`src/include/can_bit_timing_map.svh`:
```
/*
  register offsets, field positions, reset values and timing figures
  for the can bit-timing configuration stage.
  assumes inclusion by bare name from files that need the layout.
*/
`ifndef CAN_BIT_TIMING_MAP_SVH
`define CAN_BIT_TIMING_MAP_SVH
`define CBT_ADDR_TIMING   8'h00
`define CBT_ADDR_CONTROL  8'h04
`define CBT_ADDR_STATUS   8'h08
`define CBT_TIMING_RESET  32'h0000_0000
`define CBT_TIMING_WMASK  32'h0047_ffff
`define CBT_WAKE_BIT      22
`define CBT_PH2_HI        18
`define CBT_PH2_LO        16
`define CBT_PH2SEL_BIT    15
`define CBT_TRIPLE_BIT    14
`define CBT_PH1_HI        13
`define CBT_PH1_LO        11
`define CBT_PROP_HI       10
`define CBT_PROP_LO       8
`define CBT_SJW_HI        7
`define CBT_SJW_LO        6
`define CBT_BRP_HI        5
`define CBT_BRP_LO        0
`define CBT_MODE_HI       2
`define CBT_MODE_LO       0
`define CBT_MODE_CONFIG   3'h4
`define CBT_MODE_RESET    3'h4
`define CBT_IPT_QUANTA    3'h1
`define CBT_FILT_LEN      4
`endif

```
`src/include/can_bit_timing_pkg.sv`:
```
/*
  types for the can bit-timing configuration stage.
  assumes the map header supplies all numeric layout.
*/
package can_bit_timing_pkg;
  typedef enum logic [1:0] {
    ST_SYNC,
    ST_PROP,
    ST_PH1,
    ST_PH2
  } seg_state_t;
endpackage

```
`src/hw/can_line_filter.sv`:
```
/*
  glitch filter for the receive line: output follows the input only
  after it has held one level for len consecutive clocks.
  assumes rx is already synchronous to the clock.
*/
`timescale 1ns/10ps
`default_nettype none
module can_line_filter #(
  parameter int LEN = 4
) (
  // clock and reset
  input  wire logic ref_clk_in,
  input  wire logic rstn_in,
  // line
  input  wire logic line_in,
  output var  logic line_out
);
  localparam int CW = $clog2(LEN + 1);
  logic [CW-1:0] cnt_reg;
  logic [CW-1:0] cnt_next;
  logic          lvl_reg;
  logic          lvl_next;

  always_comb begin
    cnt_next = cnt_reg;
    lvl_next = lvl_reg;
    if (line_in == lvl_reg) begin
      cnt_next = '0;
    end else if (cnt_reg == CW'(LEN - 1)) begin
      cnt_next = '0;
      lvl_next = line_in;
    end else begin
      cnt_next = cnt_reg + 1'b1;
    end
  end

  always_ff @(posedge ref_clk_in or negedge rstn_in) begin
    if (!rstn_in) begin
      cnt_reg <= '0;
      lvl_reg <= 1'b1;
    end else begin
      cnt_reg <= cnt_next;
      lvl_reg <= lvl_next;
    end
  end

  assign line_out = lvl_reg;
endmodule
`default_nettype wire

```
`src/hw/can_bit_timing_config.sv`:
```
/*
  bit-timing register, quantum prescaler, nominal bit segment
  sequencer, sample point voting and wake-up detection.
  assumes rx is synchronous to ref_clk_in and software honours the
  programming limits; operating mode comes from a control register.
*/
`timescale 1ns/10ps
`default_nettype none
`include "can_bit_timing_map.svh"
module can_bit_timing_config #(
  parameter int FILT_LEN = `CBT_FILT_LEN
) (
  // clock and reset
  input  wire logic        ref_clk_in,
  input  wire logic        rstn_in,
  // register port
  input  wire logic [7:0]  addr_in,
  input  wire logic [31:0] wdata_in,
  input  wire logic        wr_in,
  input  wire logic        rd_in,
  output var  logic [31:0] rdata_out,
  // can receive line
  input  wire logic        rx_in,
  // timing results
  output var  logic        tq_tick_out,
  output var  logic        sample_point_out,
  output var  logic        sample_bit_out,
  output var  logic        bit_start_out,
  output var  logic        wake_out
);
  logic [31:0] timing_reg, timing_next;
  logic [2:0]  mode_reg, mode_next;
  logic [31:0] rdata_reg, rdata_next;
  logic [5:0]  pre_reg, pre_next;
  logic [2:0]  qcnt_reg, qcnt_next;
  can_bit_timing_pkg::seg_state_t st_reg, st_next;
  logic [1:0]  smp_reg, smp_next;
  logic        tq_reg, sp_reg, sb_reg, bs_reg, wake_reg, rx_d_reg;
  logic        tq_next, sp_next, sb_next, bs_next, wake_next;
  logic        rx_filt, wake_src;
  logic [2:0]  ph1_f, ph2_f, prop_f, ph2_auto, ph2_eff;
  logic [5:0]  brp_f;
  logic        cfg_mode, vote;

  assign ph1_f  = timing_reg[`CBT_PH1_HI:`CBT_PH1_LO];
  assign ph2_f  = timing_reg[`CBT_PH2_HI:`CBT_PH2_LO];
  assign prop_f = timing_reg[`CBT_PROP_HI:`CBT_PROP_LO];
  assign brp_f  = timing_reg[`CBT_BRP_HI:`CBT_BRP_LO];
  assign cfg_mode = (mode_reg == `CBT_MODE_CONFIG);
  // derived length: greater of phase one and processing time
  assign ph2_auto = (ph1_f > `CBT_IPT_QUANTA) ? ph1_f
                                              : `CBT_IPT_QUANTA;
  assign ph2_eff = timing_reg[`CBT_PH2SEL_BIT] ? ph2_f : ph2_auto;

  can_line_filter #(.LEN(FILT_LEN)) u_filt (
    .ref_clk_in (ref_clk_in),
    .rstn_in    (rstn_in),
    .line_in    (rx_in),
    .line_out   (rx_filt)
  );
  assign wake_src = timing_reg[`CBT_WAKE_BIT] ? rx_filt : rx_in;

  // register file
  always_comb begin
    timing_next = timing_reg;
    mode_next   = mode_reg;
    rdata_next  = '0;
    if (wr_in && addr_in == `CBT_ADDR_TIMING && cfg_mode) begin
      timing_next = wdata_in & `CBT_TIMING_WMASK;
    end else if (wr_in && addr_in == `CBT_ADDR_CONTROL) begin
      mode_next = wdata_in[`CBT_MODE_HI:`CBT_MODE_LO];
    end
    // field mirrors derived length when select is clear
    if (!timing_next[`CBT_PH2SEL_BIT]) begin
      timing_next[`CBT_PH2_HI:`CBT_PH2_LO] =
        (timing_next[`CBT_PH1_HI:`CBT_PH1_LO] > `CBT_IPT_QUANTA) ?
        timing_next[`CBT_PH1_HI:`CBT_PH1_LO] : `CBT_IPT_QUANTA;
    end
    if (rd_in) begin
      if (addr_in == `CBT_ADDR_TIMING) begin
        rdata_next = timing_reg;
      end else if (addr_in == `CBT_ADDR_CONTROL) begin
        rdata_next = {29'h0000_0000, mode_reg};
      end else if (addr_in == `CBT_ADDR_STATUS) begin
        rdata_next = {28'h000_0000, wake_reg, rx_filt,
                      cfg_mode, sb_reg};
      end else begin
        rdata_next = '0;
      end
    end
  end

  // quantum prescaler and segment sequencer
  always_comb begin
    pre_next  = pre_reg;
    qcnt_next = qcnt_reg;
    st_next   = st_reg;
    smp_next  = smp_reg;
    tq_next   = 1'b0;
    sp_next   = 1'b0;
    bs_next   = 1'b0;
    sb_next   = sb_reg;
    vote      = 1'b0;
    if (cfg_mode) begin
      // sequencer held while timing may change
      pre_next  = '0;
      qcnt_next = '0;
      st_next   = can_bit_timing_pkg::ST_SYNC;
    end else if (pre_reg == brp_f) begin
      pre_next = '0;
      tq_next  = 1'b1; // quantum is brp+1 clocks
    end else begin
      pre_next = pre_reg + 1'b1;
    end
    // samples one quantum apart ending at the sample point; a tick
    // left over on entry to configuration must not move the sequencer
    if (tq_reg && !cfg_mode) begin
      smp_next = {smp_reg[0], rx_in};
      case (st_reg)
        can_bit_timing_pkg::ST_SYNC: begin
          st_next   = can_bit_timing_pkg::ST_PROP;
          qcnt_next = '0;
        end
        can_bit_timing_pkg::ST_PROP: begin
          if (qcnt_reg == prop_f) begin
            st_next   = can_bit_timing_pkg::ST_PH1;
            qcnt_next = '0;
          end else begin
            qcnt_next = qcnt_reg + 1'b1;
          end
        end
        can_bit_timing_pkg::ST_PH1: begin
          if (qcnt_reg == ph1_f) begin
            st_next   = can_bit_timing_pkg::ST_PH2;
            qcnt_next = '0;
            sp_next   = 1'b1;
            vote = (smp_reg[1] & smp_reg[0]) | (smp_reg[1] & rx_in)
                 | (smp_reg[0] & rx_in);
            sb_next = timing_reg[`CBT_TRIPLE_BIT] ? vote : rx_in;
          end else begin
            qcnt_next = qcnt_reg + 1'b1;
          end
        end
        default: begin
          if (qcnt_reg == ph2_eff) begin
            st_next   = can_bit_timing_pkg::ST_SYNC;
            qcnt_next = '0;
            bs_next   = 1'b1;
          end else begin
            qcnt_next = qcnt_reg + 1'b1;
          end
        end
      endcase
    end
    // wake on a falling edge of the chosen line
    wake_next = rx_d_reg & ~wake_src;
  end

  always_ff @(posedge ref_clk_in or negedge rstn_in) begin
    if (!rstn_in) begin
      timing_reg <= `CBT_TIMING_RESET;
      mode_reg   <= `CBT_MODE_RESET;
      rdata_reg  <= '0;
      pre_reg    <= '0;
      qcnt_reg   <= '0;
      st_reg     <= can_bit_timing_pkg::ST_SYNC;
      smp_reg    <= 2'h3;
      tq_reg     <= 1'b0;
      sp_reg     <= 1'b0;
      sb_reg     <= 1'b1;
      bs_reg     <= 1'b0;
      wake_reg   <= 1'b0;
      rx_d_reg   <= 1'b1;
    end else begin
      timing_reg <= timing_next;
      mode_reg   <= mode_next;
      rdata_reg  <= rdata_next;
      pre_reg    <= pre_next;
      qcnt_reg   <= qcnt_next;
      st_reg     <= st_next;
      smp_reg    <= smp_next;
      tq_reg     <= tq_next;
      sp_reg     <= sp_next;
      sb_reg     <= sb_next;
      bs_reg     <= bs_next;
      wake_reg   <= wake_next;
      rx_d_reg   <= wake_src;
    end
  end

  assign rdata_out        = rdata_reg;
  assign tq_tick_out      = tq_reg;
  assign sample_point_out = sp_reg;
  assign sample_bit_out   = sb_reg;
  assign bit_start_out    = bs_reg;
  assign wake_out         = wake_reg;

  // checks
  AST_NO_WRITE_OUTSIDE_CFG: assert property (
    @(posedge ref_clk_in) disable iff (!rstn_in)
    !cfg_mode |=> timing_reg == $past(timing_reg))
    else $error("timing register changed outside configuration mode");
  AST_WRITE_IN_CFG: assert property (
    @(posedge ref_clk_in) disable iff (!rstn_in)
    (wr_in && addr_in == `CBT_ADDR_TIMING && cfg_mode
     && wdata_in[`CBT_PH2SEL_BIT])
    |=> timing_reg == ($past(wdata_in) & `CBT_TIMING_WMASK))
    else $error("timing write in configuration mode lost");
  // field is reloaded one edge after reset releases
  AST_AUTO_PH2: assert property (
    @(posedge ref_clk_in) disable iff (!rstn_in)
    (!timing_reg[`CBT_PH2SEL_BIT] && $past(rstn_in))
    |-> ph2_f == ph2_auto)
    else $error("phase two field not loaded automatically");
  AST_PH2_EFF: assert property (
    @(posedge ref_clk_in) disable iff (!rstn_in)
    (timing_reg[`CBT_PH2SEL_BIT] ? ph2_eff == ph2_f
     : (ph2_eff >= ph1_f && ph2_eff >= `CBT_IPT_QUANTA
        && (ph2_eff == ph1_f || ph2_eff == `CBT_IPT_QUANTA))))
    else $error("wrong phase two length selected");
  AST_SP_AFTER_PH1: assert property (
    @(posedge ref_clk_in) disable iff (!rstn_in)
    sp_reg |-> $past(st_reg) == can_bit_timing_pkg::ST_PH1
            && $past(qcnt_reg) == ph1_f)
    else $error("sample point not at end of phase one");
  AST_BIT_END_PH2: assert property (
    @(posedge ref_clk_in) disable iff (!rstn_in)
    bs_reg |-> $past(st_reg) == can_bit_timing_pkg::ST_PH2
            && $past(qcnt_reg) == ph2_eff)
    else $error("bit not ended after phase two");
  AST_SYNC_ONE_TQ: assert property (
    @(posedge ref_clk_in) disable iff (!rstn_in)
    (tq_reg && st_reg == can_bit_timing_pkg::ST_SYNC && !cfg_mode)
    |=> st_reg == can_bit_timing_pkg::ST_PROP)
    else $error("sync segment not one quantum");
  AST_SINGLE_SAMPLE: assert property (
    @(posedge ref_clk_in) disable iff (!rstn_in)
    (sp_reg && !timing_reg[`CBT_TRIPLE_BIT]) |-> sb_reg == $past(rx_in))
    else $error("single sample mismatch");
  // the edge detector compares the chosen line over the last two edges
  AST_WAKE_BYPASS: assert property (
    @(posedge ref_clk_in) disable iff (!rstn_in)
    (!$past(timing_reg[`CBT_WAKE_BIT])
     && !$past(timing_reg[`CBT_WAKE_BIT], 2)
     && $past(rx_in, 2) && !$past(rx_in)) |-> wake_reg)
    else $error("unfiltered wake edge missed");
  COV_TRIPLE: cover property (@(posedge ref_clk_in) disable iff (!rstn_in)
    sp_reg && timing_reg[`CBT_TRIPLE_BIT]);
  COV_BIT: cover property (@(posedge ref_clk_in) disable iff (!rstn_in)
    bs_reg);
  COV_WAKE_FILT: cover property (@(posedge ref_clk_in)
    disable iff (!rstn_in) wake_reg && timing_reg[`CBT_WAKE_BIT]);
endmodule
`default_nettype wire

```
`config.mk`:
```
export PLATFORM = sky130hd
export DESIGN_NAME = can_bit_timing_config
export DESIGN_NICKNAME = d
export VERILOG_FILES = /design/src/include/can_bit_timing_pkg.sv /design/src/hw/can_line_filter.sv /design/src/hw/can_bit_timing_config.sv
export VERILOG_INCLUDE_DIRS = /design/src /design/src/include
export SDC_FILE = /design/constraint.sdc
export NUM_CORES = 1
export LEC_CHECK = 0
export ABC_AREA = 1
export BUFFER_PORTS_ARGS = -buffer_cell sky130_fd_sc_hd__buf_2
export CORE_MARGIN = 1.5
export CORE_UTILIZATION = 53
export DETAILED_ROUTE_END_ITERATION = 8
export GPL_ROUTABILITY_DRIVEN = 1
export GPL_TIMING_DRIVEN = 0
export PLACE_DENSITY = 0.88
export SYNTH_ARGS = -nofsm -noshare
export SYNTH_HDL_FRONTEND = slang
export SYNTH_SLANG_ARGS = --single-unit
```
`constraint.sdc`:
```
create_clock -name ref_clk_in -period 1.5 [get_ports ref_clk_in]
set_input_delay 0.075 -clock ref_clk_in [delete_from_list [all_inputs] [get_ports ref_clk_in]]
set_output_delay 0.075 -clock ref_clk_in [all_outputs]
set_load 0.1 [all_outputs]
```
==> results.json, run 1 <==
{
  "critPathKind": "reg2reg",
  "syn_avg_cell_area_um2": 8.78,
  "yosysSeqAreaShare": 0.531,
  "routed_wl_um": 7320,
  "rsz0062_at_grt": "yes",
  "via_count": 2736,
  "hold_path_class": "in2reg",
  "synthMuxAreaShare": 0,
  "synthSimpleGateAreaFrac": 0.248,
  "slew_viol_final": 0,
  "port_buffers": 57,
  "h-tree-depth": 3,
  "tightestPinTransition_ns": 0.788,
  "yosysUniqueCellTypes": 32,
  "syn2layout_area_growth_pct": 30.3,
  "antenna_cells": 0,
  "ir_worst_vdd_mv": 0.778,
  "cts_buffers": 9,
  "violations": "setup timing",
  "cap_viol_max_count": 0,
  "grt_usage": 0.227,
  "grt_first_pass_wirelength_um": 10900,
  "final_cells": 534,
  "synth_compound_area_frac": 0.0644,
  "dr.pass1.iters": 5,
  "grt.overflow.total": 0,
  "die_h_um": 79.8,
  "fin_setup_tns_ns": -0.109,
  "clk_path_buf_depth": 2,
  "wl_per_cell_um": 13.7,
  "clkLatencyLatePin_ns": 0.34,
  "critPathMaxFanout": 7,
  "dieWidth_um": 79.8,
  "relSlewSlack": 0.475,
  "power_density_nw_per_um2": 1140,
  "drive_gt1_frac": 0.292,
  "cts.clk_slew.worst_paths_ns": 0.07,
  "critPathCaptureType": "flip-flop",
  "die_area_um2": 6370,
  "p_leak_nw": 2.29,
  "grt_max_degree": 67,
  "via_per_inst": 5.12,
  "io_pins": 82,
  "dp_hpwl_um": 4670,
  "ys_ff_latch": 66,
  "ant_nets": 0,
  "synth_cells": 356,
  "synth_top_family_by_area": "simple AND/OR/NAND/NOR gates",
  "fin_crit_sh": 1.02,
  "clock_sinks": 66,
  "coreArea_um2": 5610,
  "cts-root-buf": "clkbuf_8",
  "synth_fa_ha_area_frac": 0.0120,
  "yosysWarningCount": 0,
  "worst_slack_ns": -0.0308,
  "drc_errors": 0,
  "critPathArrivalTime_ns": 1.76,
  "synth_xor_area_frac": 0.0392,
  "final_net_count": 505,
  "dp.cells": 496,
  "start_util": 0.558,
  "max_freq_mhz": 653,
  "cts_tree": "yes",
  "finalCriticalPeriod_ns": 1.53,
  "syn_area_um2": 3130,
  "start_kind": "flip-flop",
  "status": "finished with violations",
  "setup_viol": 7,
  "drt_iter0_drc": 207,
  "critPathRequiredTime_ns": 1.73,
  "num_rows": 27,
  "grt_pass1_vias": 2562,
  "skew_ns": 0.00702,
  "antenna_found_initial": 0,
  "final-hold-violation-count": 0,
  "globalplace.congestion": 0.841
}
## synthesized netlist by cell type, drive strengths merged
cell type / count / area (um2)
nand3: 18 / 103
dfstp: 6 / 158
inv: 51 / 191
nand2: 89 / 349
nor3: 2 / 10.0
xnor2: 8 / 70.1
a31oi: 1 / 6.26
nand4: 2 / 12.5
nor3b: 1 / 7.51
nor2: 50 / 239
xor2: 6 / 52.6
o21ai: 15 / 75.1
a21oi: 18 / 97.6
ha: 3 / 37.5
clkbuf: 1 / 5.00
dfrtp: 60 / 1500
nand3b: 3 / 22.5
conb: 1 / 3.75
o31ai: 3 / 22.5
buf: 16 / 129
nor4: 2 / 33.8
## routing by layer
layer / GRT usage / part of all wire
met3: 0.0663 / 0.066
met1: 0.262 / 0.39
met5: 0 / 0
met4: 0.100 / 0.030
met2: 0.391 / 0.52
## cell families after synthesis
group,count (synthesis)
compound gates,37
xor+xnor,14
fa+ha+maj,3
buf+inv,68
flops,66
other cells,1
simple gates,167
## worst max-delay path, cell delays in order (launching register included)
cell     delay [ns]
dfrtp_1        0.41
nor2_2         0.16
nand2_4        0.09
nor2_4         0.17
nand2_4        0.13
nand2_1        0.10
nand2_1        0.09
nand2_1        0.10
nand2_1        0.05
nand2_1        0.06
nand2_1        0.05
## power breakdown
part | switching (mW) | internal (mW)
logic | 0.608 | 0.329
registers | 0.160 | 2.00
clock network | 0.625 | 0.902
total | 1.39 | 3.23
## area by class of cell
class / instances / area (um2)
Tap cell: 72 / 90.1
Clock inverter: 2 / 35.0
Clock buffer: 14 / 173
Fill cell: 403 / 1540
Timing Repair Buffer: 79 / 526
Inverter: 51 / 191
Buffer: 17 / 150
Multi-Input combinational cell: 233 / 1250
Sequential cell: 66 / 1660
## worst paths after layout
path | start | to | slack, ns | cells after the start
setup / recovery | mode_reg[1]$_DFFE_PN0P_ | timing_reg[16]$_DFFE_PN0P_ | -0.03 | 10
hold / removal | wdata_in[10] | timing_reg[10]$_DFFE_PN0N_ | 0.01 | 3
setup reg to reg | mode_reg[1]$_DFFE_PN0P_ | timing_reg[16]$_DFFE_PN0P_ | -0.03 | 10
hold reg to reg | u_filt.cnt_reg[0]$_DFF_PN0_ | u_filt.cnt_reg[0]$_DFF_PN0_ | 0.44 | 1
max in group asynchronous | rstn_in | timing_reg[15]$_DFF_PN0_ | 0.57 | 2
min in group asynchronous | rstn_in | rdata_out[13]$_DFF_PN0_ | 0.35 | 2
## layout by cell type (no fill, tap or decap), types with 2 or more instances in the layout
master	instances
nand2_1	83
dfrtp_1	58
buf_2	57
inv_1	49
nor2_1	40
buf_4	18
nand3_1	16
dlygate4sd3_1	15
conb_1	12
clkbuf_8	12
o21ai_0	11
a21oi_1	9
a21oi_2	9
xnor2_1	8
xor2_1	6
dfstp_2	6
nor2_4	5
nor2_2	4
nand2_4	3
o31ai_1	3
nand2_2	3
nand3b_1	3
o21ai_1	3
ha_1	3
nand4_1	2
inv_2	2
nor3_1	2
buf_8	2
clkbuf_1	2
clkbuf_16	2
dfrtp_2	2
## what timing repair did
item / CTS / global route
hold buffers: 14 / 1
endpoints found under the setup margin: 13 / 22
cloned: 0 / 2
pin swaps: 1 / 7
endpoints found under the hold margin: 15 / 60
setup buffers: 1 / 4
gates resized for setup: 3 / 21
## metrics by stage
step	hold slack, ns	utilization	total power [mW]	worst slack [ns]	cell area (um2)
floorplan	-0.221	-	2.85	0.103	3170
global placement	0.303	0.632	3.02	-0.00371	3540
detailed placement	0.305	0.632	3.07	-0.0367	3540
CTS	0.00936	0.697	4.63	0.0106	3910
global route	0.0275	0.726	4.85	-0.0811	4070
finish	0.0141	0.726	4.62	-0.0308	4070
Note: power is estimated with default switching activity, not from simulation.
==> run 2: changes to the inputs <==
--- a/config.mk
+++ b/config.mk
@@ -9,11 +9,12 @@
 export ABC_AREA = 1
 export BUFFER_PORTS_ARGS = -buffer_cell sky130_fd_sc_hd__buf_2
 export CORE_MARGIN = 1.5
-export CORE_UTILIZATION = 53
+export CORE_UTILIZATION = 55
+export CTS_BUF_LIST = sky130_fd_sc_hd__clkbuf_4
 export DETAILED_ROUTE_END_ITERATION = 8
 export GPL_ROUTABILITY_DRIVEN = 1
 export GPL_TIMING_DRIVEN = 0
-export PLACE_DENSITY = 0.88
+export PLACE_DENSITY = 0.91
 export SYNTH_ARGS = -nofsm -noshare
 export SYNTH_HDL_FRONTEND = slang
 export SYNTH_SLANG_ARGS = --single-unit
==> results.json, run 2 (synthesized netlist as in run 1, its figures left out) <==
{
  "status": "finished with violations",
  "violations": "setup timing",
  "dp_hpwl_um": 4640,
  "final_net_count": 516,
  "die_h_um": 78.4,
  "cts_tree": "yes",
  "placed_area_um2": 3540,
  "routed_wl_um": 7690,
  "grt_usage": 0.247,
  "num_rows": 27,
  "final_cell_area_um2": 4100,
  "ant_nets": 0,
  "wl_met2_um": 4000,
  "drive_gt1_frac": 0.298,
  "fin_crit_sh": 1.01,
  "highest_layer": "met4",
  "dieWidth_um": 78.4,
  "globalplace.congestion": 0.876,
  "met3_length_um": 455,
  "holdWs_ns": 0.0579,
  "critPathRequiredTime_ns": 1.80,
  "critPathKind": "reg2reg",
  "critPathLaunch": "mode_reg[1]$_DFFE_PN0P_",
  "hp-start": "wr_in",
  "cap_viol_max_count": 0,
  "port_buffers": 57,
  "drc_errors": 0,
  "setup_viol": 8,
  "wl_per_cell_um": 14.1,
  "skew_ns": 0.0199,
  "cts-root-buf": "clkbuf_4",
  "critPathMaxFanout": 6,
  "clkLatencyLatePin_ns": 0.41,
  "met1_length_um": 2960,
  "drt_iter0_drc": 273,
  "hold_path_class": "in2reg",
  "coreArea_um2": 5510,
  "mostFrequentLayoutCell": "nand2_1",
  "clk_path_buf_depth": 2,
  "rsz0062_at_grt": "yes",
  "max_freq_mhz": 660,
  "antenna_found_initial": 0,
  "ir_worst_vdd_mv": 0.556,
  "finalCriticalPeriod_ns": 1.52,
  "grt_max_degree": 67,
  "most-common-layout-cells": "nand2_1 (84), buf_2 (57), dfrtp_1 (57)",
  "start_kind": "flip-flop",
  "h-tree-depth": 3,
  "start_util": 0.568,
  "finalPower_mw": 4.16,
  "final-hold-violation-count": 0,
  "cts.clk_slew.worst_paths_ns": 0.11,
  "slew_viol_final": 0,
  "power_density_nw_per_um2": 1020,
  "fin_setup_tns_ns": -0.0588,
  "worst_slack_ns": -0.0161,
  "tightestPinTransition_ns": 0.782,
  "via_count": 2761,
  "clock_sinks": 66,
  "syn2layout_area_growth_pct": 31.1,
  "grt_first_pass_wirelength_um": 11600,
  "die_area_um2": 6150,
  "dr.pass1.iters": 5,
  "grt.overflow.total": 0,
  "critPathArrivalTime_ns": 1.81,
  "via_per_inst": 5.07,
  "relSlewSlack": 0.478,
  "critPathCaptureType": "flip-flop",
  "io_pins": 82,
  "p_leak_nw": 2.30,
  "grt_pass1_vias": 2660,
  "r2r_start": "mode_reg[1]$_DFFE_PN0P_",
  "n_fill_cell": 339,
  "cts_buffers": 9,
  "antenna_cells": 0
}
[run 2: per-stage QoR]
step	setup slack (ns)	utilization	std cells
6_report	-0.0161	0.744	545
5_1_grt	-0.0712	0.744	545
4_1_cts	0.00120	0.712	538
3_5_place_dp	-0.0267	0.644	496
3_3_place_gp	-0.0153	0.644	496
2_1_floorplan	0.103	-	367
[run 2: worst paths after layout]
| kind | to | slack, ns | cells after the start |
|---|---|---|---|
| worst max register to register | timing_reg[16]$_DFFE_PN0P_ | -0.02 | 10 |
| max in group asynchronous | timing_reg[15]$_DFF_PN0_ | 0.66 | 2 |
| worst min register to register | u_filt.cnt_reg[0]$_DFF_PN0_ | 0.45 | 1 |
| worst max-delay path | timing_reg[16]$_DFFE_PN0P_ | -0.02 | 10 |
| worst min-delay path | mode_reg[1]$_DFFE_PN0P_ | 0.06 | 3 |
| min in group asynchronous | rdata_out[13]$_DFF_PN0_ | 0.29 | 2 |
[run 2: what timing repair did]
action                                  4_1_cts  5_1_grt
hold buffers                                 24        1
gates resized for setup                       3       31
setup buffers                                 2        5
pin swaps                                     1        7
cloned                                        0        1
endpoints found under the hold margin        28       60
endpoints found under the setup margin       12       22
[run 2: layout make-up]
class | count | area, um2 | share of cell area
Tap cell | 72 | 90.1 | 0.0220
Inverter | 51 | 191 | 0.0467
Timing Repair Buffer | 90 | 631 | 0.154
Buffer | 17 | 141 | 0.0345
Multi-Input combinational cell | 233 | 1270 | 0.310
Sequential cell | 66 | 1660 | 0.406
Clock buffer | 14 | 105 | 0.0256
Clock inverter | 2 | 7.51 | 0.00183
[run 2: where the power goes]
part | leakage, nW | internal (mW) | switching, mW
sequential | 0.797 | 2.00 | 0.171
clock | 0.0675 | 0.426 | 0.587
combinational | 1.43 | 0.343 | 0.637
total | 2.30 | 2.77 | 1.40
[run 2: worst max-delay path, cell delays in order (launching register included)]
cell     delay [ns]
dfrtp_1        0.42
nor2_2         0.18
nand2_4        0.09
nor2_4         0.16
nand2_4        0.11
nand2_1        0.11
nand2_1        0.09
nand2_1        0.07
nand2_1        0.05
nand2_1        0.07
nand2_1        0.05
[run 2: routing by layer]
metal  global-route usage  up-vias
met4                0.136        0
met1                0.287     1292
li1                     -     1302
met2                0.428      132
met3               0.0500       35
met5                    0        -
